File: src/pkg/acps_params.svh
// timing constants and register map of the amplifier control-pin sequencer
`ifndef ACPS_PARAMS_SVH
`define ACPS_PARAMS_SVH
`define ACPS_CLK_MHZ 125
`define ACPS_RST_VALID_NS 300
`define ACPS_RST_VALID_CYC ((`ACPS_RST_VALID_NS * `ACPS_CLK_MHZ) / 1000)
`define ACPS_RUN_MS 10
`define ACPS_RUN_CYC (`ACPS_RUN_MS * `ACPS_CLK_MHZ * 1000)
`define ACPS_PDN_VALID_US 725
`define ACPS_PDN_VALID_CYC (`ACPS_PDN_VALID_US * `ACPS_CLK_MHZ)
`define ACPS_STARTUP_MS 120
`define ACPS_STARTUP_CYC (`ACPS_STARTUP_MS * `ACPS_CLK_MHZ * 1000)
`define ACPS_FAULT_NS 350
`define ACPS_FAULT_CYC ((`ACPS_FAULT_NS * `ACPS_CLK_MHZ) / 1000)
`define ACPS_MS_CYC (`ACPS_CLK_MHZ * 1000)
`define ACPS_SW_MIN_US 200
`define ACPS_SW_MIN_CYC ((`ACPS_SW_MIN_US * `ACPS_CLK_MHZ + 999) / 1000)
`define ACPS_ADDR_W 8
`define ACPS_REG_CTRL 8'h00
`define ACPS_REG_HOLD 8'h1c
`define ACPS_REG_RAMP 8'h20
`define ACPS_REG_HPCFG 8'h24
`define ACPS_REG_STAT 8'h28
`define ACPS_HOLD_RST 8'h01
`define ACPS_RAMP_RST 16'h0400
`define ACPS_HP_DIS_BIT 4
`define ACPS_STEP_NORMAL 8'h04
`define ACPS_STEP_DOUBLE 8'h08
`define ACPS_STEP_QUAD 8'h10
`endif

File: src/pkg/acps_pkg.sv
// types of the amplifier control-pin sequencer
package acps_pkg;
    typedef enum logic [1:0] {ACPS_FS_NORMAL, ACPS_FS_DOUBLE, ACPS_FS_QUAD} acps_rate_t;
    typedef enum logic [2:0] {ACPS_RESET, ACPS_IDLE, ACPS_WAIT_RUN, ACPS_RUN, ACPS_PDN_DRAIN, ACPS_DOWN,
        ACPS_STARTUP} acps_state_t;
endpackage : acps_pkg

File: src/core/acps_sync.sv
// two-flop synchroniser for one control pin
`timescale 1ns/100ps
module acps_sync #(
    parameter logic RESET_VAL = 1'b1
) (
    // clock and reset
    input wire logic clk_sys,
    input wire logic rstn,
    // pin and synchronised level
    input wire logic pin_in,
    output logic pin_sync
);
    logic meta_q;
    always_ff @(posedge clk_sys) begin
        if (!rstn) begin
            meta_q <= RESET_VAL;
            pin_sync <= RESET_VAL;
        end else begin
            meta_q <= pin_in;
            pin_sync <= meta_q;
        end
    end
endmodule : acps_sync

File: src/core/acps_top.sv
// control-pin sequencer: reset, power-down, fault recovery, soft mute ramp, headphone switch-over
//
// Chosen here: strobed register access and the register offsets.
`timescale 1ns/100ps
`include "acps_params.svh"
module acps_top #(
    parameter int RUN_CYC = `ACPS_RUN_CYC,
    parameter int PDN_VALID_CYC = `ACPS_PDN_VALID_CYC,
    parameter int STARTUP_CYC = `ACPS_STARTUP_CYC,
    parameter int MS_CYC = `ACPS_MS_CYC
) (
    // clock and reset
    input wire logic clk_sys,
    input wire logic rstn,
    // control pins
    input wire logic device_reset_n,
    input wire logic power_down_in_n,
    input wire logic backend_fault_n,
    input wire logic headphone_select,
    input wire logic mute,
    input wire logic frame_clk,
    // register port
    input wire logic [7:0] reg_addr,
    input wire logic [31:0] reg_wdata,
    input wire logic reg_wr,
    input wire logic reg_rd,
    output logic [31:0] reg_rdata,
    // power stage and outputs
    output logic power_stage_en,
    output logic bridge_out_en,
    output logic headphone_modulator_out,
    output logic speaker_path_sel,
    output logic [15:0] volume_level
);
    logic rst_s, pdn_s, flt_s, hp_s, fr_s, fr_q;
    // pins sampled on the core clock; on reset the reset pin reads asserted, the other pins idle
    acps_sync #(.RESET_VAL(1'b0)) u_sync_rst (.clk_sys(clk_sys), .rstn(rstn), .pin_in(device_reset_n),
        .pin_sync(rst_s));
    acps_sync #(.RESET_VAL(1'b1)) u_sync_pdn (.clk_sys(clk_sys), .rstn(rstn), .pin_in(power_down_in_n),
        .pin_sync(pdn_s));
    acps_sync #(.RESET_VAL(1'b1)) u_sync_flt (.clk_sys(clk_sys), .rstn(rstn), .pin_in(backend_fault_n),
        .pin_sync(flt_s));
    acps_sync #(.RESET_VAL(1'b0)) u_sync_hp (.clk_sys(clk_sys), .rstn(rstn), .pin_in(headphone_select),
        .pin_sync(hp_s));
    acps_sync #(.RESET_VAL(1'b0)) u_sync_fr (.clk_sys(clk_sys), .rstn(rstn), .pin_in(frame_clk),
        .pin_sync(fr_s));

    // registers
    logic start_cmd_q;
    logic [1:0] rate_q;
    logic [7:0] hold_ms_q;
    logic [15:0] ramp_steps_q;
    logic hp_dis_q;
    wire wr_ctrl = reg_wr && (reg_addr == `ACPS_REG_CTRL);
    wire wr_hold = reg_wr && (reg_addr == `ACPS_REG_HOLD);
    wire wr_ramp = reg_wr && (reg_addr == `ACPS_REG_RAMP);
    wire wr_hp = reg_wr && (reg_addr == `ACPS_REG_HPCFG);
    wire start_req = wr_ctrl && reg_wdata[0];

    // sequencer
    acps_pkg::acps_state_t st_q, st_d;
    logic [31:0] tmr_q;
    wire tmr_zero = (tmr_q == 32'h0);
    wire rst_act = !rst_s;
    wire pdn_act = !pdn_s;
    always_comb begin
        st_d = st_q;
        unique case (st_q)
            acps_pkg::ACPS_RESET: if (!rst_act) st_d = acps_pkg::ACPS_IDLE;
            acps_pkg::ACPS_IDLE: begin
                if (rst_act) st_d = acps_pkg::ACPS_RESET;
                else if (pdn_act) st_d = acps_pkg::ACPS_PDN_DRAIN;
                else if (start_cmd_q) st_d = acps_pkg::ACPS_WAIT_RUN;
            end
            acps_pkg::ACPS_WAIT_RUN: begin
                if (rst_act) st_d = acps_pkg::ACPS_RESET;
                else if (pdn_act) st_d = acps_pkg::ACPS_PDN_DRAIN;
                else if (tmr_zero) st_d = acps_pkg::ACPS_RUN;
            end
            acps_pkg::ACPS_RUN: begin
                if (rst_act) st_d = acps_pkg::ACPS_RESET;
                else if (pdn_act) st_d = acps_pkg::ACPS_PDN_DRAIN;
            end
            acps_pkg::ACPS_PDN_DRAIN: begin
                if (!pdn_act) st_d = acps_pkg::ACPS_STARTUP;
                else if (tmr_zero) st_d = acps_pkg::ACPS_DOWN;
            end
            // reset pin is not looked at while powered down
            acps_pkg::ACPS_DOWN: if (!pdn_act) st_d = acps_pkg::ACPS_STARTUP;
            acps_pkg::ACPS_STARTUP: begin
                if (pdn_act) st_d = acps_pkg::ACPS_PDN_DRAIN;
                else if (tmr_zero) st_d = acps_pkg::ACPS_RUN;
            end
            default: st_d = acps_pkg::ACPS_RESET;
        endcase
    end
    wire enter = (st_d != st_q);
    logic [31:0] tmr_load;
    assign tmr_load = (st_d == acps_pkg::ACPS_WAIT_RUN) ? 32'(RUN_CYC) :
                      (st_d == acps_pkg::ACPS_PDN_DRAIN) ? 32'(PDN_VALID_CYC) :
                      (st_d == acps_pkg::ACPS_STARTUP) ? 32'(STARTUP_CYC) : 32'h0;
    always_ff @(posedge clk_sys) begin
        if (!rstn) begin
            st_q <= acps_pkg::ACPS_RESET;
            tmr_q <= 32'h0;
        end else begin
            st_q <= st_d;
            tmr_q <= enter ? tmr_load : (tmr_zero ? tmr_q : tmr_q - 32'h1);
        end
    end

    // start command latched until consumed; reset clears it
    always_ff @(posedge clk_sys) begin
        if (!rstn) begin
            start_cmd_q <= 1'b0;
        end else if (start_req) begin
            start_cmd_q <= 1'b1;
        end else if (st_q != acps_pkg::ACPS_IDLE) begin
            start_cmd_q <= 1'b0;
        end
    end

    // fault hold: bridge low while hold runs, recovery only with fault released
    logic flt_hold_q;
    logic [7:0] hold_left_q;
    logic [31:0] ms_cnt_q;
    wire ms_tick = (ms_cnt_q == 32'h0);
    wire hold_done = flt_hold_q && (hold_left_q == 8'h0);
    always_ff @(posedge clk_sys) begin
        if (!rstn) begin
            flt_hold_q <= 1'b0;
            hold_left_q <= 8'h0;
            ms_cnt_q <= 32'h0;
        end else if (!flt_s) begin
            flt_hold_q <= 1'b1;
            hold_left_q <= hold_ms_q;
            ms_cnt_q <= 32'(MS_CYC - 1);
        end else if (flt_hold_q) begin
            ms_cnt_q <= ms_tick ? 32'(MS_CYC - 1) : ms_cnt_q - 32'h1;
            if (hold_done) flt_hold_q <= 1'b0;
            else if (ms_tick) hold_left_q <= hold_left_q - 8'h1;
        end
    end

    // soft ramp on frame clock edges
    logic [7:0] step_len;
    assign step_len = (rate_q == 2'(acps_pkg::ACPS_FS_QUAD)) ? `ACPS_STEP_QUAD :
                      (rate_q == 2'(acps_pkg::ACPS_FS_DOUBLE)) ? `ACPS_STEP_DOUBLE : `ACPS_STEP_NORMAL;
    wire fr_rise = fr_s && !fr_q;
    logic [7:0] fr_cnt_q;
    // at or above the last count so a rate change to a shorter step never strands the counter
    wire step_tick = fr_rise && (fr_cnt_q >= step_len - 8'h1);
    logic hp_q, hp_busy_q;
    wire hp_chg = (hp_s != hp_q);
    wire ramp_down = mute || hp_busy_q;
    wire at_target = ramp_down ? (volume_level == 16'h0) : (volume_level == ramp_steps_q);
    always_ff @(posedge clk_sys) begin
        if (!rstn) begin
            fr_q <= 1'b0;
            fr_cnt_q <= 8'h0;
            volume_level <= 16'h0;
        end else begin
            fr_q <= fr_s;
            if (fr_rise) fr_cnt_q <= step_tick ? 8'h0 : fr_cnt_q + 8'h1;
            if (volume_level > ramp_steps_q) volume_level <= ramp_steps_q;
            else if (step_tick && !at_target)
                volume_level <= ramp_down ? volume_level - 16'h1 : volume_level + 16'h1;
        end
    end

    // headphone switch-over: ramp down, then 0.2 ms settle, then swap path
    logic [31:0] sw_cnt_q;
    always_ff @(posedge clk_sys) begin
        if (!rstn) begin
            hp_q <= 1'b0;
            hp_busy_q <= 1'b0;
            sw_cnt_q <= 32'h0;
            speaker_path_sel <= 1'b1;
            headphone_modulator_out <= 1'b1;
        end else begin
            if (hp_chg && !hp_busy_q) begin
                hp_busy_q <= 1'b1;
                // 0.2 ms taken from the millisecond count, so scaled runs scale it too
                sw_cnt_q <= 32'((MS_CYC + 4) / 5);
            end else if (hp_busy_q && volume_level == 16'h0) begin
                if (sw_cnt_q != 32'h0) begin
                    sw_cnt_q <= sw_cnt_q - 32'h1;
                end else begin
                    hp_q <= hp_s;
                    hp_busy_q <= 1'b0;
                    speaker_path_sel <= !hp_s;
                    headphone_modulator_out <= !(hp_dis_q && !hp_s);
                end
            end
        end
    end

    // power-stage enable and bridge enable
    wire running = (st_q == acps_pkg::ACPS_RUN);
    always_ff @(posedge clk_sys) begin
        if (!rstn) begin
            power_stage_en <= 1'b0;
            bridge_out_en <= 1'b0;
        end else begin
            power_stage_en <= running && (st_d == acps_pkg::ACPS_RUN) && !flt_hold_q && flt_s;
            bridge_out_en <= running && flt_s && !flt_hold_q;
        end
    end

    // register writes; a start write also arms the run wait
    always_ff @(posedge clk_sys) begin
        if (!rstn) begin
            rate_q <= 2'(acps_pkg::ACPS_FS_NORMAL);
            hold_ms_q <= `ACPS_HOLD_RST;
            ramp_steps_q <= `ACPS_RAMP_RST;
            hp_dis_q <= 1'b0;
        end else begin
            if (wr_ctrl) rate_q <= reg_wdata[5:4];
            if (wr_hold) hold_ms_q <= reg_wdata[7:0];
            if (wr_ramp) ramp_steps_q <= reg_wdata[15:0];
            if (wr_hp) hp_dis_q <= reg_wdata[`ACPS_HP_DIS_BIT];
        end
    end

    // read mux, data one cycle after strobe; unmapped reads zero
    logic [31:0] rd_mux;
    assign rd_mux = (reg_addr == `ACPS_REG_CTRL) ? {26'h0, rate_q, 3'h0, start_cmd_q} :
                    (reg_addr == `ACPS_REG_HOLD) ? {24'h0, hold_ms_q} :
                    (reg_addr == `ACPS_REG_RAMP) ? {16'h0, ramp_steps_q} :
                    (reg_addr == `ACPS_REG_HPCFG) ? {27'h0, hp_dis_q, 4'h0} :
                    (reg_addr == `ACPS_REG_STAT) ? {volume_level, 9'h0, st_q, hp_busy_q, flt_hold_q,
                        power_stage_en} : 32'h0;
    always_ff @(posedge clk_sys) begin
        if (!rstn) reg_rdata <= 32'h0;
        else reg_rdata <= reg_rd ? rd_mux : 32'h0;
    end
endmodule : acps_top

File: config.mk
export PLATFORM = sky130hd
export DESIGN_NAME = acps_top
export DESIGN_NICKNAME = d
export VERILOG_FILES = /design/src/pkg/acps_pkg.sv /design/src/core/acps_sync.sv /design/src/core/acps_top.sv
export VERILOG_INCLUDE_DIRS = /design/src /design/src/pkg
export SDC_FILE = /design/constraint.sdc
export NUM_CORES = 1
export LEC_CHECK = 0
export ABC_AREA = 1
export BUFFER_PORTS_ARGS = -buffer_cell sky130_fd_sc_hd__buf_2
export CAP_MARGIN = 5
export CORE_AREA = 2 2 169 171
export DETAILED_ROUTE_END_ITERATION = 7
export DIE_AREA = 0 0 171 173
export PLACE_DENSITY = 0.63
export SLEW_MARGIN = 20
export SYNTH_ARGS = -nofsm -noshare
export SYNTH_HDL_FRONTEND = slang
export SYNTH_HIERARCHICAL = 1
export SYNTH_SLANG_ARGS = --single-unit
File: constraint.sdc
create_clock -name clk_sys -period 6 [get_ports clk_sys]
set_input_delay 0.6 -clock clk_sys [delete_from_list [all_inputs] [get_ports clk_sys]]
set_output_delay 0.6 -clock clk_sys [all_outputs]
set_load 0.05 [all_outputs]
==> out/metrics.yaml, run 1 <==
sta:
  setup_ws_ns: 3.21
  drv_slew: 0
  min_period_over_period_pct: 46.5
  tightest_slew_ns: 0.762
  slew_headroom_pct: 49.0
  finalHoldViolations: 0
  tns_ns: 0
  setup_viol: 0
  clock.fmax_mhz: 359
  finClkSkew_ns: 0.0207
  period_minus_slack_ns: 2.79
  rsz0062_at_grt: "false"
  hold_ws_ns: 0.259
synthesis:
  synth_compound_area_share_pct: 11.7
  synth-async-reset-ratio_pct: 0
  yosys_warnings: 6
  synth_fa_ha_area_share_pct: 4.54
  synthCells: 1534
  synth_top_area_cell: "dfxtp_1"
  synth_edf_count: 0
  synth-simple-area-share_pct: 29.4
  avgSynthCellArea_um2: 7.11
  yosys.area.top_type_share_pct: 38.2
  synth-xor-area-share_pct: 7.15
  synth-seq-cells: 208
  synth_top_family_by_area: "simple AND/OR/NAND/NOR gates"
  synthTopCellsByArea: "dfxtp_1 (38%), nand2_1 (8.8%), nor2_1 (8.1%), inv_1 (6.8%), xor2_1 (4.7%)"
  syn_nets: 1623
  synth_ff_type: "dfxtp_1"
  synth.cell_area_um2: 10900
  muxShareOfSynthArea_pct: 0
  synth.distinct_cells: 48
  yosysSeqAreaShare_pct: 38.2
clock_tree:
  clockBufferDepth: 3
  path_clk_slew_ns: 0.06
  clock_latency_ns: 0.53
  cts_sinks: 208
  cts_buffers: 24
  cts-root-buf: "clkbuf_16"
  htree_levels: 1
  cts_hold_buf: 0
  postCtsSetupRepairBufs: 0
  cts_tree: "done"
  cts_resized: 0
grt:
  grt_pass1_vias: 9326
  grt_first_pass_wirelength_um: 45000
  antenna_found_initial: 0
  grtUsageTotal_pct: 18.3
  grt-ovfl-total: 0
  grt_max_degree: 56
critical_path:
  endpoint: "volume_level[1]$_SDFFE_PN0P_"
  cp_data_required_time_ns: 6.47
  cp_common_cell: "inv_1"
  ff2ff_setup_slack_ns: 3.21
  start_kind: "register"
  crit_arrival_ns: 3.26
  end_kind: "register"
  timing.rr.start: "rate_q[0]$_SDFFE_PN0P_"
  critPathKind: "register to register"
  crit_cells: 11
  cp_max_fo: 23
  path_cells: "inv_1, ha_1, ha_1, nand2_1, o211ai_1, nand4_2, inv_1, nand3_1, o21ai_0, o21ai_0, inv_1"
  cp-startpoint: "rate_q[0]$_SDFFE_PN0P_"
  cpLargestDelayFamily: "buffers and inverters"
  slowest_stage: "inv_1"
  rr_endpoint: "volume_level[1]$_SDFFE_PN0P_"
  reg2regPathDepth: 11
  slowest_delay_ns: 0.66
  path_buf_inv: 3
placed_design:
  dp_slack_ns: 2.80
  dp_hpwl_um: 20200
  place_inst: 1959
  placed_cell_area_um2: 11600
  port_buffers: 84
  globalplace.congestion: 0.884
hold_path:
  hp-class: "input pin to register"
drt:
  vias: 9934
  wirelength_um: 27300
  route.detailed.drc: 0
  postRouteAntennaNets: 0
  dr.pass1.iters: 5
  wl_per_cell_um: 13.6
  drt_iter0_drc: 687
  vias_per_cell: 4.96
die:
  fp.dieH_um: 173
  pin_count: 102
  dieArea_um2: 29600
  start_util_pct: 39.5
  core_area_um2: 27600
  die-width_um: 171
  rows: 61
layout:
  layout_common_cells: "nand2_1 (255), nor2_1 (236), dfxtp_1 (208)"
  diodes: 0
  final_core_util_pct: 44.9
  fill_cells: 2861
  area_growth_pct: 13.9
  final_area_um2: 12400
  drive_above_1_share_pct: 10.8
  final_nets: 1696
  final_common_cell: "nand2_1"
  final_cells: 2003
flow_run:
  max-cap-violations: 0
power_and_ir_drop:
  power_leakage_nw: 5.88
  finalPower_mw: 5.35
  power_density_nw_per_um2: 431
  irDropWorstVdd_v: 0.000200
run_status:
  status: "finished, final reports clean"
==> flip-flops by register name (all words and copies together) (netlist names), 2 cells and up <==
register      count
ms_cnt_q         32
sw_cnt_q         32
tmr_q            32
reg_rdata        31
ramp_steps_q     16
volume_level     16
fr_cnt_q          8
hold_left_q       8
hold_ms_q         8
st_q              3
rate_q            2
==> worst register-to-register path, delay by kind of cell (launching register included) <==
family                     cells  cell delay (ns)
AOI/OAI and AO/OA              3             0.51
adders and majority gates      2             0.56
buffers and inverters          3             0.79
DFF                            1             0.35
and+or+nand+nor                3             0.54
==> cells in the mapped netlist, drive strengths merged, types with 5 or more instances <==
cell type  count
o21ai         93
ha            38
xnor2         30
or2            5
nand4         32
clkbuf        15
nor3          40
nand2        266
a31oi          9
nor2         247
a21oi         91
a211oi        10
dfxtp        208
xor2          59
o211ai        11
buf           23
nand3         99
inv          209
nor4          22
==> report_power, final <==
group | switching (mW) | leakage [nW] | internal [mW]
clock network | 0.592 | 0.402 | 0.886
logic | 1.41 | 3.80 | 0.760
registers | 0.154 | 1.69 | 1.55
total | 2.15 | 5.88 | 3.19
==> routing by layer <==
metal / up-vias / share of wire [%] / wire (µm) / track usage [%]
met3: 48 / 4.7 / 1280 / 2.56
met4: 0 / 2.8 / 756 / 5.97
met1: 4528 / 46 / 12600 / 23.7
met5: - / 0 / 0 / 0
met2: 207 / 46 / 12700 / 31.0
li1: 5151 / - / - / -
==> cell families (layout without fill, tap and decap cells) <==
logic type               after synthesis  after routing
AND/OR/NAND/NOR                      719            719
buffers and inverters                247            338
AO/OA/AOI/OAI                        231            231
flip-flops                           208            208
XOR/XNOR                              89             89
adder cells (fa/ha/maj)               39             39
other                                  1              1
==> final cells by class <==
class | count | area (µm²) | area share [%]
Clock buffer | 32 | 681 | 5.48
Clock inverter | 12 | 131 | 1.06
Inverter | 209 | 787 | 6.34
Multi-Input combinational cell | 1079 | 5750 | 46.3
Sequential cell | 208 | 4160 | 33.5
Tap cell | 378 | 473 | 3.81
Timing Repair Buffer | 85 | 428 | 3.45
==> how the worst min path moves through the flow <==
stage                                 startpoint                             end  slack, ns  cells past startpoint
global placement     u_sync_hp/meta_q$_SDFF_PN0_   u_sync_hp/pin_sync$_SDFF_PN0_       0.39                      2
detailed placement   u_sync_hp/meta_q$_SDFF_PN0_   u_sync_hp/pin_sync$_SDFF_PN0_       0.40                      2
CTS                              backend_fault_n    u_sync_flt/meta_q$_SDFF_PN1_       0.24                      3
finish                           backend_fault_n    u_sync_flt/meta_q$_SDFF_PN1_       0.26                      3
floorplan           u_sync_flt/meta_q$_SDFF_PN1_  u_sync_flt/pin_sync$_SDFF_PN1_       0.38                      2
global route                     backend_fault_n    u_sync_flt/meta_q$_SDFF_PN1_       0.26                      3
Note: power is estimated with default switching activity, not from simulation.
==> run 2, diff against run 1 <==
Clock period 6 ns to 2.75 ns, I/O delays scaled along.
==> run 2 against run 1 <==
Compared with the run above:
- global-route usage increased by 0.18 points
- hold slack got worse by 0.21 ns
- largest cell class unchanged
- count of clock-buffer cells in the layout increased by 8
- clock skew decreased by 0.0081 ns
- non-clock buffer count increased by 34
- critical path type unchanged
- highest routed layer unchanged
- sequential power increased by 120%
- critical endpoint is now volume_level[15]$_SDFFE_PN0P_
- total power increased by 120%
- register-to-register slack got worse by 2.9 ns
- flip-flop and latch count unchanged
- combinational power increased by 120%
- die area unchanged
==> out/metrics.yaml, run 2 (same netlist as run 1, synthesis figures left out) <==
run_status:
  status: "finished, final reports clean"
drt:
  wl_per_cell_um: 13.5
  route.detailed.drc: 0
  dr.max_layer_used: "met4"
  vias: 9939
  dr.pass1.iters: 5
  dr_wl_met2_um: 12900
  wl_met1_um: 12600
  wirelength_um: 27600
  drt_iter0_drc: 599
  vias_per_cell: 4.87
  wl_met3_um: 1280
  postRouteAntennaNets: 0
placed_design:
  globalplace.congestion: 0.849
  dp_hpwl_um: 20500
  dp_slack_ns: 0.239
  port_buffers: 84
  placed_cell_area_um2: 11800
  place_inst: 1983
layout:
  drive_above_1_share_pct: 11.8
  fill_cells: 2867
  reg_top3: "ms_cnt_q x32, sw_cnt_q x32, tmr_q x32"
  final_nets: 1730
  final_common_cell: "nand2_1"
  final_cells: 2039
  final_area_um2: 12600
  area_growth_pct: 15.9
  layout_common_cells: "nand2_1 (256), nor2_1 (236), dfxtp_1 (208)"
critical_path:
  crit_arrival_ns: 2.95
  reg2regPathDepth: 15
  ff2ff_setup_slack_ns: 0.26
  cp-startpoint: "hp_busy_q$_SDFFE_PN0P_"
  start_kind: "register"
  end_kind: "register"
  timing.rr.start: "hp_busy_q$_SDFFE_PN0P_"
  critPathKind: "register to register"
  cp_max_fo: 6
  cp_data_required_time_ns: 3.22
  endpoint: "volume_level[15]$_SDFFE_PN0P_"
  rr_endpoint: "volume_level[15]$_SDFFE_PN0P_"
grt:
  grtUsageTotal_pct: 18.4
  grt_pass1_vias: 9377
  grt_max_degree: 72
  antenna_found_initial: 1
  grt-ovfl-total: 0
  grt_first_pass_wirelength_um: 45300
die:
  start_util_pct: 39.5
  fp.dieH_um: 173
  core_area_um2: 27600
  rows: 61
  dieArea_um2: 29600
  pin_count: 102
  die-width_um: 171
power_and_ir_drop:
  switching_share_pct: 40.3
  clock_power_share_pct: 26.3
  power_leakage_nw: 6.00
  p_seq_share_pct: 32.1
  power_density_nw_per_um2: 915
  switching_power_mw: 4.66
  irDropWorstVdd_v: 0.000470
  p_int_mw: 6.91
  pwr-share-comb_pct: 41.6
sta:
  tightest_slew_ns: 0.755
  finalHoldViolations: 0
  tns_ns: 0
  clock.fmax_mhz: 402
  drv_slew: 0
  slew_headroom_pct: 49.7
  setup_ws_ns: 0.264
  finClkSkew_ns: 0.0126
  min_period_over_period_pct: 90.4
  period_minus_slack_ns: 2.49
  rsz0062_at_grt: "false"
  setup_viol: 0
hold_path:
  hp-class: "input pin to register"
clock_tree:
  cts_sinks: 208
  cts_tree: "done"
  path_clk_slew_ns: 0.06
  clockBufferDepth: 3
  htree_levels: 1
  cts_buffers: 24
  clock_latency_ns: 0.52
  cts-root-buf: "clkbuf_16"
flow_run:
  max-cap-violations: 0
[run 2: changes by cell type in the layout (fill, tap and decap cells not counted), sizes merged]
| cell | delta |
|---|---|
| buf | +27 |
| bufinv | -2 |
| clkbuf | +9 |
| clkinv | -6 |
| clkinvlp | +1 |
| diode | +2 |
| dlygate4sd3 | +6 |
| inv | -1 |
[run 2: how the worst min path moves through the flow]
stage	cells after the start	from	end
after floorplan	1	rstn	u_sync_flt/meta_q$_SDFF_PN1_
after global placement	2	u_sync_hp/meta_q$_SDFF_PN0_	u_sync_hp/pin_sync$_SDFF_PN0_
after detailed placement	2	u_sync_hp/meta_q$_SDFF_PN0_	u_sync_hp/pin_sync$_SDFF_PN0_
after CTS	3	reg_wdata[1]	hold_ms_q[1]$_SDFFE_PN0P_
after global routing	3	reg_wdata[1]	hold_ms_q[1]$_SDFFE_PN0P_
final	3	reg_wdata[1]	hold_ms_q[1]$_SDFFE_PN0P_
[run 2: repair_timing]
action	CTS	global route
hold buffers	6	0
gates resized for setup	0	2
setup buffers	0	4
hold endpoints to repair	6	0
endpoints found under the setup margin	0	3
[run 2: per-layer routing]
metal / up-vias / global-route usage, %
met1: 4489 / 23.6
met3: 56 / 2.75
met5: - / 0
met2: 182 / 31.5
li1: 5212 / -
met4: 0 / 6.11
[run 2: final cells by class]
type / count / area [µm²] / area share [%]
sequential: 208 / 4160 / 32.9
inverter: 209 / 791 / 6.26
timing repair buffer: 119 / 698 / 5.52
tap: 378 / 473 / 3.74
multi-input combinational: 1079 / 5760 / 45.5
clock inverter: 4 / 22.5 / 0.178
antenna: 2 / 5.00 / 0.0396
clock buffer: 40 / 732 / 5.79
[run 2: critical path, stage by stage, from the launching register on]
cell and delay (ns):
dfxtp_1 0.33, nor2_1 0.25, clkinvlp_4 0.14, buf_4 0.17
ha_1 0.36, nand3_1 0.10, nand2_1 0.16, nand2_1 0.07
o211ai_1 0.17, nand3_1 0.11, nand2_1 0.12, xor2_1 0.15
nand3_1 0.09, nand3_1 0.08, nand2_1 0.05, inv_1 0.07
[run 2: power groups by stage]
stage                     Combinational [mW]  Sequential (mW)  Clock (mW)
final                                   4.81             3.71        3.04
after global routing                    5.53             3.76        3.25
after CTS                               4.80             3.70        3.13
after detailed placement                4.75             3.76           0
after global placement                  4.72             3.76           0
after floorplan                         3.83             3.71           0
[run 2: per-stage QoR]
step                      total power [mW]  hold WS, ns  util, %
after floorplan                       7.54        0.344        -
after global routing                  12.5       0.0531     45.7
after global placement                8.48        0.392     42.6
after detailed placement              8.51        0.393     42.6
after CTS                             11.6       0.0307     45.6
final                                 11.6       0.0519     45.8
==> run 3, diff against run 2 <==
Clock period 2.75 ns to 2.9 ns, I/O delays scaled along.
==> run 3 against run 2 <==
Compared with the run above:
- cell count down 0.88%
- non-clock buffer count down 12
- highest routed layer unchanged
- die area unchanged
- global-route usage down 0.12 points
- sequential share of layout area up 0.28 points
- critical endpoint is now volume_level[14]$_SDFFE_PN0P_
- utilization down 0.38 points
- clock skew down 0.0035 ns
==> out/metrics.yaml, run 3 (same netlist as run 1, synthesis figures left out) <==
run_status:
  status: "finished, final reports clean"
sta:
  tns_ns: 0
  rsz0062_at_grt: "false"
  period_minus_slack_ns: 2.60
  finalHoldViolations: 0
  setup_viol: 0
  min_period_over_period_pct: 89.6
  drv_slew: 0
  clock.fmax_mhz: 385
  slew_headroom_pct: 51.0
  tightest_slew_ns: 0.735
  finClkSkew_ns: 0.00908
critical_path:
  cpLargestDelayFamily: "simple AND/OR/NAND/NOR gates"
  slowest_delay_ns: 0.54
  crit_arrival_ns: 3.05
  start_kind: "register"
  reg2regPathDepth: 13
  rr_endpoint: "volume_level[14]$_SDFFE_PN0P_"
  end_kind: "register"
  path_buf_inv: 2
  critPathKind: "register to register"
  timing.rr.start: "hp_busy_q$_SDFFE_PN0P_"
  cp_data_required_time_ns: 3.35
  ff2ff_setup_slack_ns: 0.30
  path_cells: "nor2_1, inv_1, fa_1, nand3_1, nand3_1, a21oi_1, nand3b_1, nand2_1, nand2_1, nand4_1, nand3_1, nand2_1, inv_1"
  cp_max_fo: 16
  slowest_stage: "fa_1"
layout:
  diodes: 0
  layout_common_cells: "nand2_1 (256), nor2_1 (236), dfxtp_1 (208)"
  multi_input_area_um2: 5750
  fill_cells: 2895
  final_nets: 1717
  final_common_cell: "nand2_1"
  reg_top3: "ms_cnt_q x32, sw_cnt_q x32, tmr_q x32"
  regArea_um2: 4160
  final_core_util_pct: 45.4
  area_growth_pct: 15.0
  drive_above_1_share_pct: 11.4
power_and_ir_drop:
  power_leakage_nw: 5.96
  irDropWorstVdd_v: 0.000402
  power_density_nw_per_um2: 878
hold_path:
  whs_path_depth: 3
  min_to: "ramp_steps_q[10]$_SDFFE_PN1P_"
  hp-class: "input pin to register"
  worstHoldStart: "reg_wdata[10]"
placed_design:
  dp_hpwl_um: 20600
  port_buffers: 84
  globalplace.congestion: 0.871
flow_run:
  max-cap-violations: 0
clock_tree:
  cts-root-buf: "clkbuf_16"
  path_clk_slew_ns: 0.06
  cts_tree: "done"
  htree_levels: 1
  cts_resized: 0
  cts_sinks: 208
  cts_buffers: 23
  clockBufferDepth: 3
  postCtsSetupRepairBufs: 0
  clock_latency_ns: 0.51
grt:
  grt-ovfl-total: 0
  antenna_found_initial: 0
  grtUsageTotal_pct: 18.3
  grt_pass1_vias: 9415
  grt_max_degree: 68
  grt_first_pass_wirelength_um: 45300
drt:
  wl_met3_um: 1330
  vias: 9991
  dr.max_layer_used: "met4"
  wl_per_cell_um: 13.7
  route.detailed.drc: 0
  drt_iter0_drc: 650
  wl_met1_um: 12800
  postRouteAntennaNets: 0
  dr.pass1.iters: 5
  wirelength_um: 27700
  dr_wl_met2_um: 12800
  vias_per_cell: 4.94
die:
  start_util_pct: 39.5
  die-width_um: 171
  dieArea_um2: 29600
  core_area_um2: 27600
  pin_count: 102
  fp.dieH_um: 173
  rows: 61
[run 3: cell count changes in the layout (fill, tap and decap cells not counted), moves of 2 or more]
cell | previous run | this run
buf_4 | 28 | 18
clkbuf_1 | 10 | 3
clkbuf_16 | 25 | 23
clkbuf_8 | 5 | 8
clkinvlp_4 | 2 | 0
diode_2 | 2 | 0
[run 3: metrics by stage]
stage / cell area (µm²) / cells / total power, mW / worst slack, ns / hold WS, ns
after floorplan: 10900 / 1534 / 7.15 / 0.589 / 0.359
after global placement: 11700 / 1976 / 8.04 / 0.280 / 0.394
after detailed placement: 11700 / 1976 / 8.10 / 0.281 / 0.398
after CTS: 12500 / 2021 / 11.1 / 0.304 / 0.00342
after global routing: 12500 / 2021 / 11.9 / 0.0332 / 0.0257
final: 12500 / 2021 / 11.0 / 0.301 / 0.0226
[run 3: repair_timing]
item / CTS / global route
hold buffers: 5 / 0
setup endpoints to repair: 0 / 0
endpoints found under the hold margin: 5 / 0
[run 3: how the worst max path moves through the flow]
stage	cells after the start	startpoint	slack, ns	endpoint
finish	13	hp_busy_q$_SDFFE_PN0P_	0.30	volume_level[14]$_SDFFE_PN0P_
global route	14	hp_busy_q$_SDFFE_PN0P_	0.03	volume_level[9]$_SDFFE_PN0P_
detailed placement	15	mute	0.28	volume_level[15]$_SDFFE_PN0P_
floorplan	12	volume_level[1]$_SDFFE_PN0P_	0.59	volume_level[10]$_SDFFE_PN0P_
global placement	13	mute	0.28	volume_level[14]$_SDFFE_PN0P_
CTS	13	hp_busy_q$_SDFFE_PN0P_	0.30	volume_level[14]$_SDFFE_PN0P_
[run 3: cell type report]
| class | instances | area share, % |
|---|---|---|
| inverter | 209 | 6.28 |
| clock inverter | 6 | 0.469 |
| multi-input combinational | 1079 | 45.9 |
| clock buffer | 34 | 5.56 |
| tap | 378 | 3.77 |
| sequential | 208 | 33.2 |
| timing repair buffer | 107 | 4.83 |
[run 3: power breakdown]
group,internal (mW),switching (mW)
registers,3.20,0.318
clock network,1.74,1.16
logic,1.61,2.96
total,6.56,4.45
[run 3: routing by layer]
layer	up-vias	GRT usage [%]
met3	49	2.82
met1	4531	23.6
met4	0	6.43
met5	-	0
li1	5188	-
met2	223	30.9
[run 3: worst min-delay path: stages]
cell      delay (ns)
buf_2           0.09
nand2_1         0.05
o211ai_1        0.06
